[src/sbcmst_pkg.sv]
// Constants shared by the mode/timing block and its serial receiver
package sbcmst_pkg;

    // Clock
    localparam int  CLK_HZ      = 125_000_000;
    localparam real CLK_MHZ_R   = 125.0;

    // Times, each in its own unit, typical figures
    localparam real T_NRTOUT_MS = 150.0;
    localparam real T_WUCS_US   = 15.0;
    localparam real T_PROPWL_US = 70.0;
    localparam real T_WAKE_US   = 13.0;
    localparam real T_TXDDOM_S  = 1.0;
    localparam real T_RST_MS    = 1.0;

    // Cycle counts derived from the times and the clock rate
    localparam int NRTOUT_CYC  = int'(T_NRTOUT_MS * 1000.0 * CLK_MHZ_R);
    localparam int WUCS_CYC    = int'(T_WUCS_US * CLK_MHZ_R);
    localparam int PROPWL_CYC  = int'(T_PROPWL_US * CLK_MHZ_R);
    localparam int WAKE_CYC    = int'(T_WAKE_US * CLK_MHZ_R);
    localparam int TXDDOM_CYC  = int'(T_TXDDOM_S * 1000000.0 * CLK_MHZ_R);
    localparam int RST_CYC     = int'(T_RST_MS * 1000.0 * CLK_MHZ_R);

    // Serial frame layout
    localparam int        FRAME_BITS  = 8;
    localparam int        OP_POS      = 6;
    localparam logic [1:0] OP_WDTRIG  = 2'h0;
    localparam logic [1:0] OP_STOP    = 2'h1;
    localparam logic [1:0] OP_SLEEP   = 2'h2;
    localparam logic [1:0] OP_SWITCH  = 2'h3;
    localparam int        SW_HS_POS   = 0;
    localparam int        SW_LS_POS   = 1;
    localparam int        SW_PWM_POS  = 2;

    // Operating modes
    typedef enum logic [5:0] {
        ST_RESET  = 6'h01,
        ST_NREQ   = 6'h02,
        ST_NORMAL = 6'h04,
        ST_STOP   = 6'h08,
        ST_WAKE   = 6'h10,
        ST_SLEEP  = 6'h20
    } sbcmst_mode_e;

endpackage : sbcmst_pkg

[src/sbcmst_cmd_if.sv]
// Carrier for finished serial frames between receiver and mode logic
`timescale 1ns/1ps
interface sbcmst_cmd_if;
    logic       cs_rise;
    logic       cmd_valid;
    logic [7:0] cmd_data;

    modport rx   (output cs_rise, output cmd_valid, output cmd_data);
    modport core (input cs_rise, input cmd_valid, input cmd_data);
endinterface : sbcmst_cmd_if

[src/sbcmst_core.sv]
// Operating-mode sequencer with switch, wake and dominant-timeout logic
//
// Function
// - A stop command finished by select rise puts the device in Stop within 5.0 us.
// - Normal Request without a watchdog trigger times out after 110 to 205 ms.
// - A switch command changes the high-side or low-side output within 10 us.
// - A watchdog trigger in Normal Request reaches Normal within 10 us.
// - A select wake from Stop reaches Normal Request 9.0 to 80 us later.
// - In Sleep and Stop a bus wake counts only after a 42 to 95 us deglitch.
// - In Stop the interrupt goes low 9.0 to 17 us after the bus wake threshold.
// - Transmit held dominant for 0.65 to 1.35 s is a permanent-dominant fault.
// - In Stop a select low-to-high transition is a wake-up.
// - Normal Request is entered as soon as the reset line is released.
// - A frame is exactly 8 bits and is latched on select rise.
`timescale 1ns/1ps
module sbcmst_core
    import sbcmst_pkg::*;
#(
    parameter int NRTOUT_CYC_P = NRTOUT_CYC,
    parameter int TXDDOM_CYC_P = TXDDOM_CYC,
    parameter int PROPWL_CYC_P = PROPWL_CYC,
    parameter int RST_CYC_P    = RST_CYC
) (
    // Clock and reset
    input  wire logic         clock_in,
    input  wire logic         sys_rst_in,
    // Serial pins
    input  wire logic         cs_n_in,
    input  wire logic         sclk_in,
    input  wire logic         mosi_in,
    // Reset line, open drain
    input  wire logic         rst_line_in,
    output logic              rst_line_out,
    output logic              rst_line_oe_n_out,
    // Bus side
    input  wire logic         txd_in,
    input  wire logic         lin_wake_in,
    output logic              lin_tx_out,
    output logic              txd_fault_out,
    // Switches
    input  wire logic         pwm_control_input_in,
    output logic              high_side_switch_out,
    output logic              low_side_switch_out,
    // Status
    output logic              irq_n_out,
    output logic              reg_on_out,
    output sbcmst_mode_e      mode_out
);

    // Outer bounds of the select wake, checked by assertion only
    localparam int WAKE_MIN_CYC = int'(9.0 * CLK_MHZ_R);
    localparam int WAKE_MAX_CYC = int'(80.0 * CLK_MHZ_R);

    if (NRTOUT_CYC_P < 2 || TXDDOM_CYC_P < 2 || PROPWL_CYC_P <= WAKE_CYC || RST_CYC_P < 2)
        $error("sbcmst_core: timing parameters out of range");

    sbcmst_cmd_if cmd ();

    sbcmst_spi_rx u_rx (
        .clock_in   (clock_in),
        .sys_rst_in (sys_rst_in),
        .cs_n_in    (cs_n_in),
        .sclk_in    (sclk_in),
        .mosi_in    (mosi_in),
        .cmd        (cmd.rx)
    );

    sbcmst_mode_e mode_reg,  mode_next;
    logic [31:0]  tmr_reg,   tmr_next;
    logic [31:0]  lin_cnt_reg, lin_cnt_next;
    logic [31:0]  txd_cnt_reg, txd_cnt_next;
    logic         oe_n_reg,  oe_n_next;
    logic         irq_n_reg, irq_n_next;
    logic         reg_on_reg, reg_on_next;
    logic         hs_reg,    hs_next;
    logic         ls_reg,    ls_next;
    logic         pwm_reg,   pwm_next;
    logic         fault_reg, fault_next;
    logic         hs_out_reg, hs_out_next;
    logic         ls_out_reg, ls_out_next;
    logic         tx_reg,    tx_next;
    logic         accept;
    logic [1:0]   op;
    logic         lin_ok;
    logic         active_next;

    function automatic logic is_awake(input sbcmst_mode_e m);
        return (m == ST_NREQ) || (m == ST_NORMAL);
    endfunction

    always_comb begin
        mode_next    = mode_reg;
        tmr_next     = tmr_reg;
        lin_cnt_next = 32'h0000_0000;
        txd_cnt_next = 32'h0000_0000;
        oe_n_next    = oe_n_reg;
        irq_n_next   = irq_n_reg;
        hs_next      = hs_reg;
        ls_next      = ls_reg;
        pwm_next     = pwm_reg;
        fault_next   = fault_reg;
        // Commands only taken while awake; during a select wake they are dropped
        accept = cmd.cmd_valid && is_awake(mode_reg);
        op     = cmd.cmd_data[OP_POS +: 2];
        lin_ok = lin_wake_in && (lin_cnt_reg == 32'(PROPWL_CYC_P - 1));

        // Bus wake deglitch, restarted by any gap in the level
        if ((mode_reg == ST_STOP || mode_reg == ST_SLEEP) && lin_wake_in) begin
            lin_cnt_next = lin_cnt_reg + 32'h0000_0001;
        end

        // Any accepted command acknowledges the interrupt; a new event still wins
        if (accept) begin
            irq_n_next = 1'b1;
        end
        if (mode_reg == ST_STOP && lin_wake_in && lin_cnt_reg == 32'(WAKE_CYC - 1)) begin
            irq_n_next = 1'b0;
        end

        if (accept && op == OP_SWITCH) begin
            hs_next  = cmd.cmd_data[SW_HS_POS];
            ls_next  = cmd.cmd_data[SW_LS_POS];
            pwm_next = cmd.cmd_data[SW_PWM_POS];
        end

        case (mode_reg)
            ST_RESET: begin
                if (tmr_reg < 32'(RST_CYC_P - 1)) begin
                    tmr_next = tmr_reg + 32'h0000_0001;
                end else begin
                    oe_n_next = 1'b1;
                    if (oe_n_reg && rst_line_in) begin
                        mode_next = ST_NREQ;
                        tmr_next  = 32'h0000_0000;
                    end
                end
            end
            ST_NREQ, ST_NORMAL: begin
                tmr_next = tmr_reg + 32'h0000_0001;
                if (!rst_line_in) begin
                    // Host pulled reset: hold it through our own pulse
                    mode_next  = ST_RESET;
                    tmr_next   = 32'h0000_0000;
                    oe_n_next  = 1'b0;
                end else if (accept && op == OP_STOP) begin
                    mode_next = ST_STOP;
                end else if (accept && op == OP_SLEEP) begin
                    mode_next = ST_SLEEP;
                end else if (accept && op == OP_WDTRIG && mode_reg == ST_NREQ) begin
                    mode_next = ST_NORMAL;
                end else if (mode_reg == ST_NREQ && tmr_reg == 32'(NRTOUT_CYC_P - 1)) begin
                    mode_next  = ST_RESET;
                    tmr_next   = 32'h0000_0000;
                    oe_n_next  = 1'b0;
                end
            end
            ST_STOP: begin
                tmr_next = 32'h0000_0000;
                if (cmd.cs_rise) begin
                    mode_next = ST_WAKE;
                end else if (lin_ok) begin
                    mode_next = ST_NREQ;
                end
            end
            ST_WAKE: begin
                tmr_next = tmr_reg + 32'h0000_0001;
                if (tmr_reg == 32'(WUCS_CYC - 1)) begin
                    mode_next = ST_NREQ;
                    tmr_next  = 32'h0000_0000;
                end
            end
            ST_SLEEP: begin
                tmr_next = 32'h0000_0000;
                if (lin_ok) begin
                    // Regulator was off, so the host gets a full reset pulse
                    mode_next  = ST_RESET;
                    oe_n_next  = 1'b0;
                end
            end
            default: begin
                mode_next  = ST_RESET;
                tmr_next   = 32'h0000_0000;
                oe_n_next  = 1'b0;
            end
        endcase

        // Permanent-dominant detection on the transmit input
        if (!txd_in) begin
            if (txd_cnt_reg != 32'(TXDDOM_CYC_P - 1)) begin
                txd_cnt_next = txd_cnt_reg + 32'h0000_0001;
            end else begin
                txd_cnt_next = txd_cnt_reg;
                fault_next   = 1'b1;
            end
        end else begin
            fault_next = 1'b0;
        end

        active_next = is_awake(mode_next);
        hs_out_next = active_next && hs_next && (!pwm_next || pwm_control_input_in);
        ls_out_next = active_next && ls_next && (!pwm_next || pwm_control_input_in);
        tx_next     = txd_in || fault_next || !active_next;
        reg_on_next = (mode_next != ST_SLEEP);
    end

    always_ff @(posedge clock_in) begin
        if (sys_rst_in) begin
            mode_reg    <= ST_RESET;
            tmr_reg     <= 32'h0000_0000;
            lin_cnt_reg <= 32'h0000_0000;
            txd_cnt_reg <= 32'h0000_0000;
            oe_n_reg    <= 1'b0;
            irq_n_reg   <= 1'b1;
            reg_on_reg  <= 1'b1;
            hs_reg      <= 1'b0;
            ls_reg      <= 1'b0;
            pwm_reg     <= 1'b0;
            fault_reg   <= 1'b0;
            hs_out_reg  <= 1'b0;
            ls_out_reg  <= 1'b0;
            tx_reg      <= 1'b1;
        end else begin
            mode_reg    <= mode_next;
            tmr_reg     <= tmr_next;
            lin_cnt_reg <= lin_cnt_next;
            txd_cnt_reg <= txd_cnt_next;
            oe_n_reg    <= oe_n_next;
            irq_n_reg   <= irq_n_next;
            reg_on_reg  <= reg_on_next;
            hs_reg      <= hs_next;
            ls_reg      <= ls_next;
            pwm_reg     <= pwm_next;
            fault_reg   <= fault_next;
            hs_out_reg  <= hs_out_next;
            ls_out_reg  <= ls_out_next;
            tx_reg      <= tx_next;
        end
    end

    assign mode_out             = mode_reg;
    assign rst_line_out         = oe_n_reg;
    assign rst_line_oe_n_out    = oe_n_reg;
    assign irq_n_out            = irq_n_reg;
    assign reg_on_out           = reg_on_reg;
    assign high_side_switch_out = hs_out_reg;
    assign low_side_switch_out  = ls_out_reg;
    assign lin_tx_out           = tx_reg;
    assign txd_fault_out        = fault_reg;
endmodule // sbcmst_core

[src/sbcmst_spi_rx.sv]
// Serial command receiver: shifts on clock rise, frames on select rise
`timescale 1ns/1ps
module sbcmst_spi_rx
    import sbcmst_pkg::*;
(
    // Clock and reset
    input  wire logic    clock_in,
    input  wire logic    sys_rst_in,
    // Serial pins
    input  wire logic    cs_n_in,
    input  wire logic    sclk_in,
    input  wire logic    mosi_in,
    // Frames out
    sbcmst_cmd_if.rx     cmd
);

    logic       cs_prev_reg,  cs_prev_next;
    logic       sclk_prev_reg, sclk_prev_next;
    logic [7:0] shift_reg,    shift_next;
    logic [3:0] count_reg,    count_next;
    logic       rise_reg,     rise_next;
    logic       valid_reg,    valid_next;
    logic [7:0] data_reg,     data_next;

    always_comb begin
        cs_prev_next   = cs_n_in;
        sclk_prev_next = sclk_in;
        shift_next     = shift_reg;
        count_next     = count_reg;
        rise_next      = 1'b0;
        valid_next     = 1'b0;
        data_next      = data_reg;
        if (!cs_n_in && sclk_in && !sclk_prev_reg) begin
            shift_next = {shift_reg[6:0], mosi_in};
            // Saturate so a long frame never wraps back to a legal length
            if (count_reg != 4'hF) begin
                count_next = count_reg + 4'h1;
            end
        end
        if (cs_n_in && !cs_prev_reg) begin
            rise_next  = 1'b1;
            count_next = 4'h0;
            if (count_reg == 4'(FRAME_BITS)) begin
                valid_next = 1'b1;
                data_next  = shift_reg;
            end
        end
    end

    always_ff @(posedge clock_in) begin
        if (sys_rst_in) begin
            cs_prev_reg   <= 1'b1;
            sclk_prev_reg <= 1'b0;
            shift_reg     <= 8'h00;
            count_reg     <= 4'h0;
            rise_reg      <= 1'b0;
            valid_reg     <= 1'b0;
            data_reg      <= 8'h00;
        end else begin
            cs_prev_reg   <= cs_prev_next;
            sclk_prev_reg <= sclk_prev_next;
            shift_reg     <= shift_next;
            count_reg     <= count_next;
            rise_reg      <= rise_next;
            valid_reg     <= valid_next;
            data_reg      <= data_next;
        end
    end

    assign cmd.cs_rise   = rise_reg;
    assign cmd.cmd_valid = valid_reg;
    assign cmd.cmd_data  = data_reg;
endmodule // sbcmst_spi_rx

[config.mk]
export PLATFORM = sky130hd
export DESIGN_NAME = sbcmst_core
export DESIGN_NICKNAME = d
export VERILOG_FILES = /design/src/sbcmst_pkg.sv /design/src/sbcmst_cmd_if.sv /design/src/sbcmst_core.sv /design/src/sbcmst_spi_rx.sv
export SDC_FILE = /design/constraint.sdc
export NUM_CORES = 1
export LEC_CHECK = 0
export ABC_AREA = 0
export BUFFER_PORTS_ARGS = -buffer_cell sky130_fd_sc_hd__buf_2
export CAP_MARGIN = 20
export CORE_MARGIN = 4
export CORE_UTILIZATION = 58
export CTS_CLUSTER_SIZE = 14
export DETAILED_ROUTE_END_ITERATION = 12
export PLACE_DENSITY_LB_ADDON = 0.1
export SLEW_MARGIN = 10
export SYNTH_ARGS = -nofsm -noshare
export SYNTH_HDL_FRONTEND = slang
export SYNTH_SLANG_ARGS = --single-unit
[constraint.sdc]
create_clock -name clock_in -period 7.8 [get_ports clock_in]
set_clock_uncertainty 0.2 [all_clocks]
set_input_delay 0 -clock clock_in [delete_from_list [all_inputs] [get_ports clock_in]]
set_output_delay 0 -clock clock_in [all_outputs]
set_load 0.03 [all_outputs]
# Yosys cells after proc, flatten, opt, wreduce, memory -nomap -nowiden
# Index checks and enable logic that the tools add are counted.
# W data, S select, Z words.
dict set report totals {
  out_inout_bits 14
  regBits 136
  elab_cells 134
}
dict set report classes {
  magnitude_cmp 1
  bitwise 3
  n_reduce_logical 41
  n_eq_ne 26
  n_addsub 4
  n_mux 38
}
# op count
set op_table {}
lappend op_table {{$mux W32} 8}
lappend op_table {{$add A32 B1 Y32 const B} 3}
lappend op_table {{$pmux W32 S3} 1}
lappend op_table {{$mux W6} 11}
lappend op_table {{$eq A32 B11 Y1 const B} 2}
lappend op_table {{$eq A32 B14 Y1 const B} 1}
lappend op_table {{$eq A32 B25 Y1 const B} 1}
lappend op_table {{$lt A32 B17 Y1 const B} 1}
lappend op_table {{$ne A32 B27 Y1 const B} 1}
lappend op_table {{$pmux W6 S5} 1}
lappend op_table {{$logic_and A1 B1 Y1} 19}
lappend op_table {{$mux W1} 16}
lappend op_table {{$ne A3 B3 Y1 const B} 5}
lappend op_table {{$eq A6 B2 Y1 const B} 2}
lappend op_table {{$eq A6 B3 Y1 const B} 2}
lappend op_table {{$reduce_or A2 Y1} 6}
lappend op_table {{$reduce_and A7 Y1} 1}
lappend op_table {{$eq A6 B1 Y1 const B} 1}
lappend op_table {{$eq A6 B4 Y1 const B} 1}
lappend op_table {{$eq A6 B5 Y1 const B} 1}
lappend op_table {{$eq A6 B6 Y1 const B} 1}
lappend op_table {{$logic_or A1 B1 Y1} 6}
lappend op_table {{$ne A6 B6 Y1 const B} 1}
lappend op_table {{$logic_not A1 Y1} 5}
lappend op_table {{11 further kinds} 16}

# Longest topological paths before layout
# Gate-level depths: netlist (run 1).
dict set report logic_depth {
  ltp_word 14
  ltp_mapped 11
}

# By module
# Synthesis (run 1) repeated with hierarchy kept, for this count alone.
dict set report hier_totals {
  hier_cells 780
  area_unflattened_um2 6496.2
}
# module n_inst cells_each area_per_inst_um2
set modules_own_cells {}
lappend modules_own_cells {sbcmst_core 1 670 5571.6}
lappend modules_own_cells {sbcmst_spi_rx 1 110 924.6}

# Worst setup path after synthesis (run 1)
# No wires, ideal clock.
dict set report synth_path {
  path_kind {reg2reg}
  start {reg mode_reg[5], in the netlist mode_out[5]}
  end {reg tmr_reg[25]}
  arrival_time_ns 2.861
  path_stages_with_launch 9
  n_path_buf 1
  slack_ns 4.617
  setup_time_ns 0.122
  path_cell_list {dfxtp_1 > clkbuf_1 > nor4_1 > nand3b_1 > or4_4 > and2_4 > o41a_1 > and3_1 > a221o_1}
}
dict set report synth_between {
  elab_chain_len 10
  elab_cells_between_ends 19
  classes_between {eq/ne (5); mux (6); reduce/logical (8)}
}
# element line_no
set synth_rtl {}
lappend synth_rtl {{start, declared} sbcmst_core.sv:68} ;# sbcmst_mode_e mode_reg, mode_next;
lappend synth_rtl {{start signal, assigned} sbcmst_core.sv:223} ;# mode_reg <= mode_next;
lappend synth_rtl {{$eq A6 B2 Y1 / $eq A6 B3 Y1 (equally long branches)} --}
lappend synth_rtl {{$logic_or A1 B1 Y1} sbcmst_core.sv:88} ;# return (m == ST_NREQ) || (m == ST_NORMAL);
lappend synth_rtl {{$logic_and A1 B1 Y1} sbcmst_core.sv:103} ;# accept = cmd.cmd_valid && is_awake(mode_reg);
lappend synth_rtl {{$logic_and A1 B1 Y1 (2 in a row)} sbcmst_core.sv:149} ;# end else if (accept && op == OP_WDTRIG && mode_reg == ST_NREQ) begin
lappend synth_rtl {{$mux W32} sbcmst_core.sv:149}
lappend synth_rtl {{$mux W32} sbcmst_core.sv:147} ;# end else if (accept && op == OP_SLEEP) begin
lappend synth_rtl {{$mux W32} sbcmst_core.sv:145} ;# end else if (accept && op == OP_STOP) begin
lappend synth_rtl {{$mux W32} sbcmst_core.sv:140} ;# if (!rst_line_in) begin
lappend synth_rtl {{$pmux W32 S3} sbcmst_core.sv:126} ;# case (mode_reg)
lappend synth_rtl {{end signal, assigned} sbcmst_core.sv:224} ;# tmr_reg <= tmr_next;
lappend synth_rtl {{end, declared} sbcmst_core.sv:69} ;# logic [31:0] tmr_reg, tmr_next;
# Several ways; a longest one is shown, not always the timed one.
# A chain may end at the register's enable or synchronous reset.

# Worst setup path in the final report (run 1)
dict set report layout_path {
  start {reg tmr_reg[1]}
  end {reg tmr_reg[25]}
}
dict set report layout_between {
  elab_chain_len 8
  elab_cells_between_ends 14
  classes_between {add/sub (1); order compare (1); eq/ne (3); mux (8); reduce/logical (1)}
}
# element
set layout_rtl {}
lappend layout_rtl {{parallel branches: the longest is 8 deep, another holds $add A32 B1 Y32}}
# Parallel ways; which one is timed is not known.

==> qor.txt, run 1 <==
Inserted Diodes -> 0
CP Launch Type -> flop
Vias -> 5244
asr flop ratio synth -> 0
CTS tree -> done
total grt overflow -> 0
Die Wd -> 111.6 um
Min Clock Period, post-route -> 3.564 ns
FMAX -> 280.6 MHz
DRC viols -> 0
Max Buffers Root-to-Sink -> 2
Post-CTS Hold Buffers -> 11
I/O Pins -> 23
Area contributors post-synth -> dfxtp_1 43%, xor2_1 7.9%, nor2_1 7.5%
largest net degree at the start of global routing -> 34
DP Area -> 6397 um2
Total GRT Usage -> 0.2180
Rel. slew slack -> 0.3098
Leak -> 2.516 nW
Port Buf Inserts -> 22
Num CTS Buffers -> 17
Mapped Avg Cell Area -> 8.382 um2
post-synth cell types -> 55
vias in the first global route -> 4942
H-tree depth -> 4
Sink Count -> 133
layout cells sized above 1 -> 0.08590
Worst VDD drop -> 0.2370 mV
final setup margin -> 4.236 ns
period utilization -> 0.4570
Most used DFF post-synth -> dfxtp_1
area delta synth->final -> 13.74%
Worst setup EP type -> flop
YS warnings -> 0
number of synthesized flops with an enable pin -> 0
Pre-antenna DRT Iters -> 5
dominant cell type by area after synthesis -> dfxtp_1
Post-Syn Area -> 6220 um2
post-route ant nets -> 0
final instance area -> 7074 um2
initial antenna violation count -> 0
Yosys reg bits -> 133
Yosys top cell area share -> 0.4281
first-pass GRT wire length -> 22.53 mm
HPWL after DPL -> 8.963 mm
Max Transition Viols Final -> 0
Post-CTS Setup Bufs -> 0
clk_lat worst skew -> 0.53 ns
RSZ-0062 raised after global routing -> no
number of DRC markers in iteration 0 -> 408
power density over the cells -> 207.2 nW/um2
layout net count -> 784
pre-CTS setup slack -> 4.273 ns
critical path fanouts, max -> 16
count of filler cells inserted in the layout -> 847
HP Class -> input port to flop
Via density -> 5.725
crit path DAT -> 3.79 ns
Syn Nets -> 759
Critical Path RT -> 8.02 ns
FP Rows -> 37
Seq/Total Area, Yosys -> 0.4281
Die ar. -> 12440 um2
post-DR wirelength/cell -> 14.19 um
cell count after synthesis -> 742
CTS root buf -> clkbuf_8
status -> complete, no violations
worst slew pin tran -> 1.026 ns
GPL Wtd Cong -> 0.9080
final-report hold violation count -> 0
Setup Crit Path Kind -> flop to flop
core region area -> 10370 um2
post-CTS sizing -> 0
max cap viols -> 0
final WL -> 13.00 mm
Clock transition at path regs -> 0.06 ns
Die Y -> 111.6 um
setup TNS -> 0 ns
Setup-failing EPs final -> 0
starting density of the core -> 0.5998
==> cells in the mapped netlist (8+ instances only) <==
master	instances
dfxtp_1	133
nor2_1	125
nand2_1	61
xor2_1	56
nand3_1	52
nand4_1	31
clkbuf_1	24
nor4_1	22
o21ai_0	21
xnor2_1	21
a21oi_1	19
and3_1	19
mux2i_1	19
nor3_1	18
inv_1	17
or3_1	15
ha_1	8
nor2b_1	8
==> kinds of logic (layout without fill, tap and decap cells) <==
group                    Yosys count  after routing  synth area share
AND/OR/NAND/NOR                  397            397            0.3243
multiplexers                      19             19           0.03058
flip-flops                       133            133            0.4281
adder cells (fa/ha/maj)            8              8           0.01609
AO/OA/AOI/OAI                     62             62           0.06257
XOR/XNOR                          77             77            0.1084
buffers and inverters             46             84           0.02997
==> cells in the final DEF, fill, tap and decap left out, drive strengths merged, types with 4 or more instances in the layout <==
| cell | synthesis | final |
|---|---|---|
| nor2 | 125 | 125 |
| nand4 | 31 | 31 |
| clkbuf | 24 | 19 |
| nor3 | 18 | 18 |
| o21ai | 22 | 22 |
| nor2b | 8 | 8 |
| buf | 5 | 24 |
| mux2i | 19 | 19 |
| inv | 17 | 20 |
| nor3b | 5 | 5 |
| or3 | 15 | 15 |
| or4 | 4 | 4 |
| nor4 | 22 | 22 |
| nand2 | 61 | 61 |
| clkinvlp | 0 | 4 |
| and4 | 6 | 6 |
| or2 | 6 | 6 |
| and3 | 19 | 19 |
| clkinv | 0 | 5 |
| xnor2 | 21 | 21 |
| nand3 | 52 | 52 |
| and2 | 6 | 6 |
| dlygate4sd3 | 0 | 11 |
| nand4b | 4 | 4 |
| ha | 8 | 8 |
| xor2 | 56 | 56 |
| a21oi | 19 | 19 |
| dfxtp | 133 | 133 |
==> per-stage QoR <==
step / instances / power, mW / utilization / hold slack (ns)
finish: 916 / 1.466 / 0.6822 / 0.1749
global route: 916 / 1.517 / 0.6822 / 0.1911
CTS: 916 / 1.482 / 0.6822 / 0.1438
detailed placement: 873 / 0.7273 / 0.6169 / 0.04565
global placement: 873 / 0.7261 / 0.6169 / 0.03037
floorplan: 742 / 0.7199 / - / -0.09342
==> final cells by class <==
type | instances | area, um2 | area share
multi-input combinational | 563 | 3376 | 0.4772
timing repair buffer | 35 | 235.2 | 0.03325
clock buffer | 19 | 441.7 | 0.06243
clock inverter | 13 | 125.1 | 0.01769
sequential | 133 | 2663 | 0.3764
tap | 136 | 170.2 | 0.02405
inverter | 17 | 63.81 | 0.009020
==> report_power, final <==
part / internal [mW] / total (mW) / switching (mW)
clock: 0.443 / 0.749 / 0.306
combinational: 0.0124 / 0.0300 / 0.0176
sequential: 0.683 / 0.687 / 0.00412
==> metal layers <==
| metal | wire length, um | part of all wire | track usage | vias to the layer above |
|---|---|---|---|---|
| met5 | 0 | 0 | 0 | - |
| li1 | - | - | - | 2649 |
| met4 | 160 | 0.012 | 0.07543 | 0 |
| met3 | 587 | 0.045 | 0.05652 | 18 |
| met2 | 6227 | 0.48 | 0.3554 | 104 |
| met1 | 6026 | 0.46 | 0.2816 | 2473 |
==> worst paths after layout <==
| check | startpoint | endpoint | slack (ns) | depth (start not counted) |
|---|---|---|---|---|
| worst max-delay path | tmr_reg[1]$_SDFFE_PP0P_ | tmr_reg[25]$_SDFFE_PP0P_ | 4.24 | 8 |
| worst min-delay path | cs_n_in | u_rx.cmd.cs_rise$_SDFF_PP0_ | 0.17 | 4 |
| worst max register to register | tmr_reg[1]$_SDFFE_PP0P_ | tmr_reg[25]$_SDFFE_PP0P_ | 4.24 | 8 |
| worst min register to register | txd_fault_out$_SDFF_PP0_ | lin_tx_out$_SDFF_PP1_ | 0.28 | 1 |
==> critical path: stages, from the launching register on <==
cell and delay (ns):
dfxtp_1 0.42, ha_1 0.25, nand3_1 0.18, or4_1 0.52
or4_4 0.50, and2_4 0.19, o41a_1 0.65, and3_1 0.29
a221o_1 0.25
Note: power is estimated with default switching activity, not from simulation.
==> run 2, diff against run 1 <==
--- a/config.mk
+++ b/config.mk
@@ -9,7 +9,7 @@
 export BUFFER_PORTS_ARGS = -buffer_cell sky130_fd_sc_hd__buf_2
 export CAP_MARGIN = 20
 export CORE_MARGIN = 4
-export CORE_UTILIZATION = 58
+export CORE_UTILIZATION = 56
 export CTS_CLUSTER_SIZE = 14
 export DETAILED_ROUTE_END_ITERATION = 12
 export PLACE_DENSITY_LB_ADDON = 0.1
==> constraint.sdc (replaced) <==
create_clock -name clock_in -period 2.9 [get_ports clock_in]
set_clock_uncertainty 0.2 [all_clocks]
set_input_delay 0 -clock clock_in [delete_from_list [all_inputs] [get_ports clock_in]]
set_output_delay 0 -clock clock_in [all_outputs]
set_load 0.03 [all_outputs]
==> qor.txt, run 2 (synthesis results as in run 1) <==
NetSw -> 0.8567 mW
Sink Count -> 133
starting density of the core -> 0.5738
Die Wd -> 113.4 um
layout cells sized above 1 -> 0.1762
startpoint of the worst-slack reg-to-reg timing path -> tmr_reg[16]$_SDFFE_PP0P_
Critical Path RT -> 3.11 ns
max cap viols -> 0
FMAX -> 323.5 MHz
post-DR wirelength/cell -> 14.65 um
Leak -> 2.879 nW
reg-to-reg slack, setup -> -0.19 ns
initial antenna violation count -> 0
post-route non-filler standard cell count -> 980
Internal -> 3.272 mW
vias in the first global route -> 5303
Num CTS Buffers -> 17
HP Class -> input port to flop
final-report hold violation count -> 0
CP Launch Type -> flop
HPWL after DPL -> 9.517 mm
total grt overflow -> 0
crit path DAT -> 3.30 ns
FP Rows -> 38
status -> finished, violations left
layout net count -> 844
H-tree depth -> 4
final WL -> 14.35 mm
period utilization -> 1.066
area delta synth->final -> 24.12%
pre-CTS setup slack -> -0.2881 ns
Clock transition at path regs -> 0.06 ns
Max Buffers Root-to-Sink -> 2
most frequent cells in the layout -> 131 x dfxtp_1, 119 x nor2_1, 60 x nand2_1
Setup Crit Path Kind -> flop to flop
Via density -> 5.631
most common cell after layout, fill and taps aside -> dfxtp_1
Worst setup EP type -> flop
sequential share of power -> 0.447
final instance area -> 7720 um2
Inserted Diodes -> 0
hold path startpoint -> pwm_control_input_in
Comb power frac -> 0.028
final setup margin -> -0.1909 ns
Crit Reg-Reg Endpoint -> tmr_reg[25]$_SDFFE_PP0P_
Die ar. -> 12860 um2
number of DRC markers in iteration 0 -> 337
post-route ant nets -> 0
power density over the cells -> 534.8 nW/um2
core region area -> 10840 um2
Reg2Reg Depth -> 7
clock share of power -> 0.525
Total GRT Usage -> 0.2332
critical path fanouts, max -> 6
violated checks -> negative setup slack
Setup-failing EPs final -> 34
worst slew pin tran -> 0.9538 ns
Rel. slew slack -> 0.3620
DRC viols -> 0
Port Buf Inserts -> 22
Vias -> 5518
Min Clock Period, post-route -> 3.091 ns
CTS root buf -> clkbuf_8
setup TNS -> -2.965 ns
clk_lat worst skew -> 0.52 ns
Cell Count Post-Placement -> 930
RSZ-0062 raised after global routing -> yes
first-pass GRT wire length -> 24.70 mm
CTS tree -> done
hold path cells -> 4
Worst VDD drop -> 0.5027 mV
Sw Ratio -> 0.2075
DP Area -> 6832 um2
I/O Pins -> 23
Die Y -> 113.4 um
Max Transition Viols Final -> 0
largest net degree at the start of global routing -> 33
Pre-antenna DRT Iters -> 5
GPL Wtd Cong -> 0.8381
hold path endpoint -> low_side_switch_out$_SDFF_PP0_
[run 2: cell types whose count changed in the layout (fill, tap and decap cells not counted), moves of 3 or more]
cell / delta
buf_6: +4
nor2_2: +6
nor2_1: -6
nor4_1: -3
buf_4: +53
[run 2: cell type report]
cell class                 count  area [um2]
sequential                   133        2665
clock inverter                11       147.6
timing repair buffer          95       718.2
tap                          140       175.2
clock buffer                  21       459.2
inverter                      17       63.81
multi-input combinational    563        3491
fill                         886        3120
[run 2: power groups by stage]
stage	clock, mW	combinational, mW	sequential [mW]
6_report	2.17	0.116	1.85
2_1_floorplan	0	0.0534	1.88
3_5_place_dp	0	0.0896	1.88
4_1_cts	2.20	0.116	1.84
5_1_grt	2.29	0.126	1.85
3_3_place_gp	0	0.0867	1.88
[run 2: how the worst max path moves through the flow]
stage                                   from                  endpoint  slack (ns)  cells past startpoint
CTS                 tmr_reg[16]$_SDFFE_PP0P_  tmr_reg[25]$_SDFFE_PP0P_       -0.18                      7
global placement    tmr_reg[16]$_SDFFE_PP0P_  tmr_reg[25]$_SDFFE_PP0P_       -0.23                      7
floorplan           tmr_reg[16]$_SDFFE_PP0P_  tmr_reg[25]$_SDFFE_PP0P_       -0.20                      7
global route        tmr_reg[16]$_SDFFE_PP0P_  tmr_reg[25]$_SDFFE_PP0P_       -0.25                      7
detailed placement  tmr_reg[16]$_SDFFE_PP0P_  tmr_reg[25]$_SDFFE_PP0P_       -0.29                      7
finish              tmr_reg[16]$_SDFFE_PP0P_  tmr_reg[25]$_SDFFE_PP0P_       -0.19                      7
[run 2: metrics by stage]
step / util / hold slack, ns / total power, mW
after floorplan: - / -0.09342 / 1.936
after global placement: 0.6302 / 0.02834 / 1.971
after CTS: 0.7086 / 0.1298 / 4.164
after global routing: 0.7121 / 0.1579 / 4.261
final: 0.7121 / 0.1611 / 4.129
after detailed placement: 0.6302 / 0.05094 / 1.974
[run 2: critical path, cell delays in order (launching register included)]
cell and delay, ns:
dfxtp_2 0.32, or4_4 0.54, or4_4 0.42, or4_4 0.49, and2_4 0.15, o41a_1 0.42, and3_1 0.19, a221o_1 0.25
[run 2: what timing repair did]
item,CTS,global route
buffers inserted,4,2
resized for setup,14,20
endpoints found under the hold margin,101,0
cloned,1,0
pin swaps,8,1
endpoints found under the setup margin,35,35
hold buffers,13,0
[run 2: layer usage]
layer,GRT usage,share of wire
met5,0,0
met4,0.07051,0.013
met1,0.3016,0.47
met2,0.3827,0.47
met3,0.06260,0.047
==> run 3, diff against run 2 <==
--- a/config.mk
+++ b/config.mk
@@ -13,6 +13,7 @@
 export CTS_CLUSTER_SIZE = 14
 export DETAILED_ROUTE_END_ITERATION = 12
 export PLACE_DENSITY_LB_ADDON = 0.1
+export SKIP_LAST_GASP = 1
 export SLEW_MARGIN = 10
 export SYNTH_ARGS = -nofsm -noshare
 export SYNTH_HDL_FRONTEND = slang
==> qor.txt, run 3 (synthesis results as in run 1) <==
Die Y -> 113.4 um
met3 WL -> 753 um
Hold WS -> 0.1599 ns
power density over the cells -> 535.5 nW/um2
Sink Count -> 133
largest net degree at the start of global routing -> 33
Max Transition Viols Final -> 0
HP Class -> input port to flop
Crit Reg-Reg Endpoint -> tmr_reg[25]$_SDFFE_PP0P_
most frequent cells in the layout -> 131 x dfxtp_1, 120 x nor2_1, 60 x nand2_1
H-tree depth -> 4
post-route non-filler standard cell count -> 980
max layer used -> met4
DRC viols -> 0
initial antenna violation count -> 0
Pre-antenna DRT Iters -> 5
FP Rows -> 38
crit path DAT -> 3.30 ns
critical path fanouts, max -> 6
most common cell after layout, fill and taps aside -> dfxtp_1
startpoint of the worst-slack reg-to-reg timing path -> tmr_reg[16]$_SDFFE_PP0P_
period utilization -> 1.066
setup TNS -> -2.861 ns
Vias -> 5500
CTS tree -> done
Cell Count Post-Placement -> 930
number of DRC markers in iteration 0 -> 364
max cap viols -> 0
FMAX -> 323.4 MHz
vias in the first global route -> 5303
core region area -> 10840 um2
worst slew pin tran -> 0.9785 ns
layout cells sized above 1 -> 0.1738
area delta synth->final -> 24.00%
final-report hold violation count -> 0
Inserted Diodes -> 0
Critical Path RT -> 3.11 ns
layout net count -> 844
Setup-failing EPs final -> 34
status -> finished, violations left
count of filler cells inserted in the layout -> 888
total grt overflow -> 0
GPL Wtd Cong -> 0.8381
Rel. slew slack -> 0.3455
clk_lat worst skew -> 0.52 ns
Total GRT Usage -> 0.2332
HPWL after DPL -> 9.517 mm
hold path endpoint -> low_side_switch_out$_SDFF_PP0_
Crit. Startpoint -> tmr_reg[16]$_SDFFE_PP0P_
post-route ant nets -> 0
hold path startpoint -> pwm_control_input_in
Reg2Reg Depth -> 7
met2 wire len -> 6.743 mm
first-pass GRT wire length -> 24.70 mm
Min Clock Period, post-route -> 3.092 ns
CTS root buf -> clkbuf_8
violated checks -> negative setup slack
Port Buf Inserts -> 22
Clock transition at path regs -> 0.06 ns
starting density of the core -> 0.5738
Via density -> 5.612
final WL -> 14.32 mm
Max Buffers Root-to-Sink -> 2
hold path cells -> 4
WL met1 -> 6.648 mm
Die Wd -> 113.4 um
Die ar. -> 12860 um2
reg-to-reg slack, setup -> -0.19 ns
Leak -> 2.878 nW
I/O Pins -> 23
Setup Crit Path Kind -> flop to flop
post-DR wirelength/cell -> 14.61 um
Worst VDD drop -> 0.5025 mV
Worst setup EP type -> flop
RSZ-0062 raised after global routing -> yes
CP Launch Type -> flop
final setup margin -> -0.1920 ns
Finished Core Util -> 0.7115
Num CTS Buffers -> 17
[run 3: worst max path at each step]
| stage | endpoint | slack, ns | cells past startpoint |
|---|---|---|---|
| after floorplan | tmr_reg[25]$_SDFFE_PP0P_ | -0.20 | 7 |
| after global placement | tmr_reg[25]$_SDFFE_PP0P_ | -0.23 | 7 |
| after detailed placement | tmr_reg[25]$_SDFFE_PP0P_ | -0.29 | 7 |
| after CTS | tmr_reg[25]$_SDFFE_PP0P_ | -0.18 | 7 |
| after global routing | tmr_reg[25]$_SDFFE_PP0P_ | -0.25 | 7 |
| final | tmr_reg[25]$_SDFFE_PP0P_ | -0.19 | 7 |
[run 3: worst max-delay path, cell delays in order, from the launching register on]
cell,delay [ns]
dfxtp_2,0.32
or4_4,0.54
or4_4,0.42
or4_4,0.49
and2_4,0.15
o41a_1,0.42
and3_1,0.19
a221o_1,0.25
[run 3: what timing repair did]
action / CTS / global route
resized for setup: 14 / 18
hold buffers: 13 / 0
gates cloned: 1 / 0
setup buffers: 4 / 2
endpoints found under the hold margin: 101 / 0
setup endpoints to repair: 35 / 35
pin swaps: 8 / 1
[run 3: layer usage]
| layer | vias to the layer above | global-route usage |
|---|---|---|
| met3 | 16 | 0.06260 |
| met1 | 2588 | 0.3016 |
| li1 | 2766 | - |
| met4 | 0 | 0.07051 |
| met5 | - | 0 |
| met2 | 130 | 0.3827 |
[run 3: final cells by class]
class	count	area, um2	area share
Clock inverter	11	147.6	0.01914
Sequential cell	133	2665	0.3456
Clock buffer	21	459.2	0.05954
Multi-Input combinational cell	563	3483	0.4517
Inverter	17	63.81	0.008274
Timing Repair Buffer	95	718.2	0.09312
Tap cell	140	175.2	0.02271
[run 3: power breakdown]
group	switching (mW)	internal, mW
Sequential	0.00853	1.84
Clock	0.790	1.38
Combinational	0.0591	0.0566
Total	0.858	3.27
[run 3: stage by stage]
step                      power, mW  worst slack (ns)  instance area, um2
after CTS                     4.164           -0.1761                7681
after detailed placement      1.974           -0.2881                6832
after floorplan               1.936           -0.1967                6228
after global placement        1.971           -0.2287                6832
after global routing          4.261           -0.2490                7712
final                         4.130           -0.1920                7712
